**src/hw/frame_status_consts.svh**
```systemverilog
// Purpose: named offsets, field positions, codes and reset values
// Assumes: 10-bit byte register address, 8-bit register data
// Notes:   definitions only, shared by the frame/status block
`ifndef FRAME_STATUS_CONSTS_SVH
`define FRAME_STATUS_CONSTS_SVH

// register offsets
`define OFF_FRAME_CHAR   10'h207
`define OFF_LINK_STATUS  10'h208
`define OFF_IRQ_STATUS   10'h2f0
`define OFF_IRQ_MASK     10'h2f1
`define OFF_LINK_CTRL    10'h2f2

// link status field positions
`define BIT_LINK_UP      6
`define BIT_SYNC_LEVEL   5
`define BIT_REALIGN      4
`define BIT_MF_PHASE     3
`define BIT_PLL_LOCK     2

// link control field positions
`define BIT_CTRL_ENABLE  0
`define BIT_CTRL_8B10B   1

// end-of-frame select codes
`define SEL_K28_7        2'h0
`define SEL_K28_1        2'h1
`define SEL_K28_5        2'h2

// control character codes (data byte of the k character)
`define CODE_K28_7       8'hfc
`define CODE_K28_1       8'h3c
`define CODE_K28_5       8'hbc

// reset values
`define RST_BYTE         8'h00
`define RST_SEL          2'h0
`define RST_CTRL         2'h2

`endif

```
**src/hw/frame_status_pkg.sv**
```systemverilog
// Purpose: types shared by the frame/status block and its users
// Assumes: constants live in frame_status_consts.svh
// Notes:   no numbers here beyond type widths
package frame_status_pkg;

  typedef logic [9:0] reg_addr_t;
  typedef logic [7:0] reg_byte_t;

  // one line character before coding
  typedef struct packed {
    logic      is_k;
    reg_byte_t code;
  } char_t;

  // incoming character with its framing marks
  typedef struct packed {
    char_t ch;
    logic  valid;
    logic  frame_end;
    logic  replace_ok;
  } char_in_t;

  // multiframe phase tracking after link enable
  typedef enum logic [1:0] {
    PH_IDLE,
    PH_ARMED,
    PH_DONE
  } phase_state_t;

endpackage

```
**src/hw/bit_sync.sv**
```systemverilog
// Purpose: two-stage (or deeper) synchroniser for asynchronous levels
// Assumes: each bit is an independent slow level
// Notes:   only the last stage is meant to be read by logic
`timescale 1ns/1ps

module bit_sync #(
  parameter int WIDTH  = 1,
  parameter int STAGES = 2
) (
  // clock and reset
  input  wire logic             clk,
  input  wire logic             rst_n,
  // levels
  input  wire logic [WIDTH-1:0] d,
  output logic      [WIDTH-1:0] q
);

  // refuse shapes the chain cannot serve
  initial begin
    if (WIDTH < 1 || STAGES < 2) begin
      $error("bit_sync: WIDTH >= 1 and STAGES >= 2 needed");
    end
  end

  logic [WIDTH-1:0] chain_r [STAGES];
  logic [WIDTH-1:0] chain_nxt [STAGES];

  // shift the chain by one stage
  always_comb begin
    chain_nxt[0] = d;
    for (int i = 1; i < STAGES; i++) begin
      chain_nxt[i] = chain_r[i-1];
    end
  end

  // register the chain, cleared at reset
  always_ff @(posedge clk) begin
    for (int i = 0; i < STAGES; i++) begin
      if (!rst_n) begin
        chain_r[i] <= '0;
      end else begin
        chain_r[i] <= chain_nxt[i];
      end
    end
  end

  assign q = chain_r[STAGES-1];

endmodule

```
**src/hw/frame_status_top.sv**
```systemverilog
// Purpose: end-of-frame character insertion and link status reporting
// Assumes: 20 MHz clk, synchronous active-low reset, plain register port
// Notes:   sync and pll lock arrive from pins and are synchronised
//
// Functional notes
// - a 2-bit select picks K28.7 (0, reset), K28.1 (1), K28.5 (2), 3 reserved.
// - the chosen char replaces a permitted frame end, in 8b/10b coding only.
// - status bit 6 reads 1 while the link is up and enabled, and 0 otherwise.
// - status bit 5 shows the sync level: 0 asserted, 1 released.
// - status bit 4 is set by a sysref phase shift and cleared by writing 1.
// - status bit 3 marks the first sysref after enable, cleared by writing 1.
// - status bit 2 reads 1 while the serializer pll is locked.
`timescale 1ns/1ps
`include "frame_status_consts.svh"

module frame_status_top #(
  parameter int SYNC_STAGES = 2
) (
  // clock and reset
  input  wire logic                       clk,
  input  wire logic                       rst_n,
  // register port
  input  wire frame_status_pkg::reg_addr_t reg_addr,
  input  wire frame_status_pkg::reg_byte_t reg_wdata,
  input  wire logic                       reg_wr,
  input  wire logic                       reg_rd,
  output frame_status_pkg::reg_byte_t     reg_rdata,
  // status sources
  input  wire logic                       sync_pin_n,
  input  wire logic                       pll_lock_pin,
  input  wire logic                       link_up_in,
  input  wire logic                       sysref_realign,
  input  wire logic                       sysref_event,
  // character stream
  input  wire frame_status_pkg::char_in_t  char_in,
  output frame_status_pkg::char_t         char_out,
  output logic                            char_out_valid,
  // control and interrupt
  output logic                            link_enable,
  output logic                            coding_8b10b,
  output logic                            irq
);
  import frame_status_pkg::*;

  // refuse a synchroniser too short to be safe
  initial begin
    if (SYNC_STAGES < 2) begin
      $error("frame_status_top: SYNC_STAGES must be at least 2");
    end
  end

  // synchronised pin levels
  logic [1:0] pin_q;
  logic       sync_level;
  logic       pll_locked;

  // bring asynchronous pins into the clock domain
  bit_sync #(
    .WIDTH  (2),
    .STAGES (SYNC_STAGES)
  ) u_pin_sync (
    .clk   (clk),
    .rst_n (rst_n),
    .d     ({sync_pin_n, pll_lock_pin}),
    .q     (pin_q)
  );

  assign sync_level = pin_q[1]; // high while sync released
  assign pll_locked = pin_q[0];

  // ------------------------------------------------------------
  // address decode
  logic hit_frame;
  logic hit_status;
  logic hit_irq_st;
  logic hit_irq_mask;
  logic hit_ctrl;

  // decode the register port
  always_comb begin
    hit_frame    = (reg_addr == `OFF_FRAME_CHAR);
    hit_status   = (reg_addr == `OFF_LINK_STATUS);
    hit_irq_st   = (reg_addr == `OFF_IRQ_STATUS);
    hit_irq_mask = (reg_addr == `OFF_IRQ_MASK);
    hit_ctrl     = (reg_addr == `OFF_LINK_CTRL);
  end

  // ------------------------------------------------------------
  // configuration registers
  logic [1:0] frame_end_char_select_r;
  logic [1:0] frame_end_char_select_nxt;
  logic [1:0] ctrl_r;
  logic [1:0] ctrl_nxt;
  reg_byte_t  mask_r;
  reg_byte_t  mask_nxt;

  // software writes to select, control and mask
  always_comb begin
    frame_end_char_select_nxt = frame_end_char_select_r;
    ctrl_nxt                  = ctrl_r;
    mask_nxt                  = mask_r;
    // select only taken while the link is disabled
    if (reg_wr && hit_frame && !ctrl_r[`BIT_CTRL_ENABLE]) begin
      frame_end_char_select_nxt = reg_wdata[1:0];
    end
    if (reg_wr && hit_ctrl) begin
      ctrl_nxt = reg_wdata[1:0];
    end
    if (reg_wr && hit_irq_mask) begin
      mask_nxt = reg_wdata;
    end
  end

  // register configuration, select resets to K28.7
  always_ff @(posedge clk) begin
    if (!rst_n) begin
      frame_end_char_select_r <= `RST_SEL;
      ctrl_r                  <= `RST_CTRL;
      mask_r                  <= `RST_BYTE;
    end else begin
      frame_end_char_select_r <= frame_end_char_select_nxt;
      ctrl_r                  <= ctrl_nxt;
      mask_r                  <= mask_nxt;
    end
  end

  assign link_enable  = ctrl_r[`BIT_CTRL_ENABLE];
  assign coding_8b10b = ctrl_r[`BIT_CTRL_8B10B];

  // ------------------------------------------------------------
  // multiframe phase tracking
  phase_state_t phase_r;
  phase_state_t phase_nxt;
  logic         ev_mf_phase;

  // arm on enable, first sysref after that marks the phase
  always_comb begin
    phase_nxt   = phase_r;
    ev_mf_phase = 1'b0;
    unique case (phase_r)
      PH_IDLE: begin
        if (link_enable) begin
          phase_nxt = PH_ARMED;
        end
      end
      PH_ARMED: begin
        if (!link_enable) begin
          phase_nxt = PH_IDLE;
        end else if (sysref_event) begin
          ev_mf_phase = 1'b1; // first sysref after enable
          phase_nxt   = PH_DONE;
        end
      end
      PH_DONE: begin
        if (!link_enable) begin
          phase_nxt = PH_IDLE;
        end
      end
    endcase
  end

  // register the phase state
  always_ff @(posedge clk) begin
    if (!rst_n) begin
      phase_r <= PH_IDLE;
    end else begin
      phase_r <= phase_nxt;
    end
  end

  // ------------------------------------------------------------
  // sticky flags and interrupt status
  logic      realign_r;
  logic      realign_nxt;
  logic      mf_phase_r;
  logic      mf_phase_nxt;
  logic      pll_prev_r;
  logic      pll_prev_nxt;
  reg_byte_t irq_st_r;
  reg_byte_t irq_st_nxt;
  reg_byte_t events;
  reg_byte_t st_clear;
  reg_byte_t irq_clear;

  // events set, write-one clears, a set wins over a clear
  always_comb begin
    events                 = '0;
    events[`BIT_REALIGN]   = sysref_realign;
    events[`BIT_MF_PHASE]  = ev_mf_phase;
    events[`BIT_PLL_LOCK]  = pll_prev_r & ~pll_locked; // lock lost
    st_clear  = (reg_wr && hit_status) ? reg_wdata : `RST_BYTE;
    irq_clear = (reg_wr && hit_irq_st) ? reg_wdata : `RST_BYTE;
    // writing 0 leaves each flag as it was
    realign_nxt  = sysref_realign |
                   (realign_r & ~st_clear[`BIT_REALIGN]);
    mf_phase_nxt = ev_mf_phase |
                   (mf_phase_r & ~st_clear[`BIT_MF_PHASE]);
    pll_prev_nxt = pll_locked;
    irq_st_nxt   = events | (irq_st_r & ~irq_clear);
  end

  // register flags
  always_ff @(posedge clk) begin
    if (!rst_n) begin
      realign_r  <= 1'b0;
      mf_phase_r <= 1'b0;
      pll_prev_r <= 1'b0;
      irq_st_r   <= `RST_BYTE;
    end else begin
      realign_r  <= realign_nxt;
      mf_phase_r <= mf_phase_nxt;
      pll_prev_r <= pll_prev_nxt;
      irq_st_r   <= irq_st_nxt;
    end
  end

  // level interrupt while any unmasked status bit is set
  assign irq = |(irq_st_r & mask_r);

  // ------------------------------------------------------------
  // read path
  reg_byte_t status_view;
  reg_byte_t rdata_r;
  reg_byte_t rdata_nxt;

  // assemble the link status byte and pick the read answer
  always_comb begin
    status_view                  = '0;
    // live bits come from sources, never from writes
    status_view[`BIT_LINK_UP]    = link_up_in & link_enable;
    status_view[`BIT_SYNC_LEVEL] = sync_level;
    status_view[`BIT_REALIGN]    = realign_r;
    status_view[`BIT_MF_PHASE]   = mf_phase_r;
    status_view[`BIT_PLL_LOCK]   = pll_locked;
    rdata_nxt = `RST_BYTE;
    if (reg_rd) begin
      if (hit_frame) begin
        rdata_nxt = {6'h00, frame_end_char_select_r};
      end else if (hit_status) begin
        rdata_nxt = status_view;
      end else if (hit_irq_st) begin
        rdata_nxt = irq_st_r;
      end else if (hit_irq_mask) begin
        rdata_nxt = mask_r;
      end else if (hit_ctrl) begin
        rdata_nxt = {6'h00, ctrl_r};
      end
    end
  end

  // read data stands only in the cycle after the strobe
  always_ff @(posedge clk) begin
    if (!rst_n) begin
      rdata_r <= `RST_BYTE;
    end else begin
      rdata_r <= rdata_nxt;
    end
  end

  assign reg_rdata = rdata_r;

  // ------------------------------------------------------------
  // end-of-frame character insertion
  char_t eof_char;
  logic  eof_known;
  logic  do_replace;
  char_t out_r;
  char_t out_nxt;
  logic  out_valid_r;
  logic  out_valid_nxt;

  // map the select to its control character
  always_comb begin
    eof_char.is_k = 1'b1;
    eof_char.code = `CODE_K28_7;
    eof_known     = 1'b1;
    unique case (frame_end_char_select_r)
      `SEL_K28_7: eof_char.code = `CODE_K28_7;
      `SEL_K28_1: eof_char.code = `CODE_K28_1;
      `SEL_K28_5: eof_char.code = `CODE_K28_5;
      default:    eof_known     = 1'b0; // reserved, no insertion
    endcase
  end

  // replace only at a permitted frame end in 8b/10b coding
  always_comb begin
    do_replace = char_in.valid & char_in.frame_end & char_in.replace_ok &
                 coding_8b10b & eof_known;
    out_valid_nxt = char_in.valid & link_enable;
    out_nxt       = char_in.ch;
    if (do_replace) begin
      out_nxt = eof_char;
    end
  end

  // register the outgoing character
  always_ff @(posedge clk) begin
    if (!rst_n) begin
      out_r       <= '0;
      out_valid_r <= 1'b0;
    end else begin
      out_r       <= out_nxt;
      out_valid_r <= out_valid_nxt;
    end
  end

  assign char_out       = out_r;
  assign char_out_valid = out_valid_r;

endmodule

```
**config.mk**
```make
export PLATFORM = sky130hd
export DESIGN_NAME = frame_status_top
export DESIGN_NICKNAME = d
export VERILOG_FILES = /design/src/hw/frame_status_pkg.sv /design/src/hw/bit_sync.sv /design/src/hw/frame_status_top.sv
export VERILOG_INCLUDE_DIRS = /design/src /design/src/hw
export SDC_FILE = /design/constraint.sdc
export NUM_CORES = 1
export LEC_CHECK = 0
export CELL_PAD_IN_SITES_DETAIL_PLACEMENT = 2
export CELL_PAD_IN_SITES_GLOBAL_PLACEMENT = 2
export CORE_UTILIZATION = 33
export DETAILED_ROUTE_END_ITERATION = 7
export DONT_BUFFER_PORTS = 1
export GPL_TIMING_DRIVEN = 1
export PLACE_DENSITY_LB_ADDON = 0.1
export SKIP_CTS_REPAIR_TIMING = 1
export SKIP_LAST_GASP = 1
export SLEW_MARGIN = 10
export SYNTH_ARGS = -nofsm -noshare
export SYNTH_HDL_FRONTEND = slang
export SYNTH_SLANG_ARGS = --single-unit
```
**constraint.sdc**
```tcl
create_clock -name clk -period 1.7 [get_ports clk]
set_input_delay 0.255 -clock clk [delete_from_list [all_inputs] [get_ports clk]]
set_output_delay 0.255 -clock clk [all_outputs]
set_load 0.1 [all_outputs]
```
==> results.ini <==
[floorplanning]
die_h_um = 80.2
core_um2 = 5920
die_w_um = 80.2
rows = 28
ios = 60
initial_core_util_pct = 34.1
die_area_um2 = 6430

[yosys]
synth-seq-area-share_pct = 46.7
synth-compound-area-share_pct = 13.5
synthSimpleGateAreaFrac_pct = 25.7
ys_types = 36
synth_warnings = 0
synth_ff_type = dfxtp_1
synth_top_family_by_area = simple AND/OR/NAND/NOR gates
yosys-mux-area-fraction_pct = 8.44
yosys.area_share.adder_pct = 3.10
ys_seq_elements = 47
syn_area_per_cell_um2 = 9.60
synth-edff-count = 0
synthCells = 210
synth_xor_xnor_area_share_pct = 0
async_reset_ff_share_pct = 0
netlist_area_um2 = 2020
synth.net_count = 254

[drt]
drt-initial-drc-count = 50
wl_per_cell_um = 18.8
drtPass1Iterations = 3
viasPerCell = 5.30
remaining_drc_errors = 0
ant_nets = 0
vias = 1638
routed_wl_um = 5820

[flow_run]
maxCapViolCount = 0

[pwr]
comb_power_share_pct = 9.6
switching_power_uw = 542
power.share.switching_pct = 25.1
finalPower_uw = 2160
clock_power_share_pct = 37.9
pwr_density_cell_nw_per_um2 = 907
intPower_uw = 1620
vdd_drop_max_v = 0.000316
power_leakage_uw = 0.000970
p_seq_share_pct = 52.6

[critical_path]
required_ns = 1.44
crit_type = reg -> out
critPathTopFamily = flip-flops
crit_arrival_ns = 1.27
cp_slowest_cell = dfxtp_1
max_stage_delay_ns = 0.33
cp_max_fo = 3
start_kind = flip-flop
cp_num_buf_inv = 1
path_cells = a22oi_1 -> nand4_1 -> buf_4
setup.worst_path.end_class = output pin

[sta]
hold_viol = 0
fmax_mhz = 657
drv_slew = 0
rsz0062_at_grt = no
final.min_clock_period_ns = 1.52
post-route-period-util_pct = 89.6
tightestPinTransition_ns = 0.465
setup_viol = 0
slew_headroom_pct = 68.8
fin_skew_ns = 0.00786

[cts]
insertion_delay_ns = 0.31
cts_max_level = 2
clock-sinks = 47
cts_root_buf = clkbuf_8
cts_buffers = 5
clk_path_buf_depth = 2
path_clk_slew_ns = 0.09
cts_tree = built

[layout]
layout.nets = 278
area_delta_synth_final_pct = 18.2
fillers = 646
diodes = 0
multiInputGateArea_um2 = 1020
seq_area_um2 = 943
final_area_um2 = 2380
drive_gt1_share_pct = 17.5

[status]
status = completed

[global_routing]
grt_max_degree = 41
first_global_vias = 1848
antenna_found_initial = 0
grt_pass1_wl_um = 9340
grt.overflow.total = 0
grt_use_total_pct = 19.6

[worst_hold_path]
hp-class = in -> reg

[place]
place.port_buffers = 0
globalplace.congestion = 0.804
dp_hpwl_um = 4430
placed_area_um2 = 2280

power groups by stage:
stage               Combinational [uW]  Clock, uW  Sequential [uW]
floorplan                         86.7          0             1260
global placement                   199          0             1160
detailed placement                 208          0             1160
CTS                                209        843             1140
global route                       218        886             1140
finish                             207        818             1140
cell usage after synthesis (2+ instances only):
master,number,area [um2]
inv_1,4,15.0
a22oi_1,4,30.0
dfxtp_1,47,941
a31oi_1,3,18.8
clkbuf_1,9,33.8
o221a_1,4,45.0
ha_1,5,62.6
o21a_1,5,37.5
nand3_1,2,10.0
nand2_1,19,71.3
nor2b_1,16,100
mux2i_1,17,170
a21oi_1,14,70.1
nor2_1,5,18.8
nand2b_1,9,56.3
a2bb2oi_1,2,17.5
and2_1,7,43.8
nor3b_1,3,22.5
nand4_1,5,31.3
or3_1,2,12.5
o21ai_0,6,30.0
and3_1,5,31.3
nand4b_1,2,17.5
a21boi_0,2,15.0
and4_1,2,17.5
stage by stage:
stage                     hold slack, ns   TNS, ns  utilization (%)  cells  setup slack [ns]
final                             0.0198         0             40.3    309             0.177
after global routing              0.0120         0             40.3    309            0.0700
after CTS                         0.0102         0             40.3    309             0.166
after detailed placement           0.326    -0.337             38.5    302            -0.101
after global placement             0.323   -0.0365             38.5    302          -0.00983
after floorplan                    0.342  -0.00240                -    210         -0.000626
worst paths after layout:
kind                                          startpoint                       end  slack (ns)  cells past startpoint
worst min register to register  u_pin_sync.chain_r[0][0]  u_pin_sync.chain_r[1][0]        0.44                      1
worst max-delay path                         irq_st_r[5]                       irq        0.18                      3
worst max register to register                phase_r[1]                phase_r[1]        0.25                      6
worst min-delay path                        reg_wdata[6]               irq_st_r[6]        0.02                      1
routing by layer:
layer / wire, um / vias up / GRT usage [%] / share of wire, %
met5: 0 / - / 0 / 0
met4: 77 / 0 / 5.54 / 1.3
met3: 234 / 7 / 4.66 / 4.0
met2: 3140 / 36 / 38.6 / 54
met1: 2360 / 808 / 20.3 / 41
li1: - / 787 / - / -
cell usage in the layout (no fill, tap or decap), drive strengths merged, types with 5 or more instances in the layout:
cell | Yosys | routed
clkbuf | 9 | 5
nor2 | 6 | 6
and2 | 7 | 7
dfxtp | 47 | 47
nand2b | 10 | 10
o21ai | 6 | 6
mux2i | 17 | 17
nand2 | 19 | 19
ha | 5 | 5
o21a | 5 | 5
nand4 | 5 | 5
a21oi | 14 | 14
nor2b | 16 | 16
and3 | 5 | 5
buf | 1 | 27
state kept, by name, summed over array words and instances (netlist names):
signal	flops
char_out	9
irq_st_r	8
mask_r	8
reg_rdata	8
u_pin_sync.chain_r	4
ctrl_r	2
frame_end_char_select_r	2
phase_r	2
char_out_valid	1
mf_phase_r	1
pll_prev_r	1
realign_r	1
layout make-up:
| class | count | share of cell area, % |
|---|---|---|
| clock buffer | 5 | 2.89 |
| clock inverter | 2 | 1.57 |
| timing repair buffer | 27 | 8.50 |
| inverter | 4 | 0.630 |
| tap | 75 | 3.94 |
| multi-input combinational | 149 | 42.9 |
| sequential | 47 | 39.6 |
cells by family (layout without fill, tap and decap cells):
group	count (synthesis)	after routing
AO/OA/AOI/OAI	41	41
adder cells (fa/ha/maj)	5	5
AND/OR/NAND/NOR	86	86
multiplexers	17	17
flip-flops	47	47
buffers and inverters	14	38
Note: power is estimated with default switching activity, not from simulation.
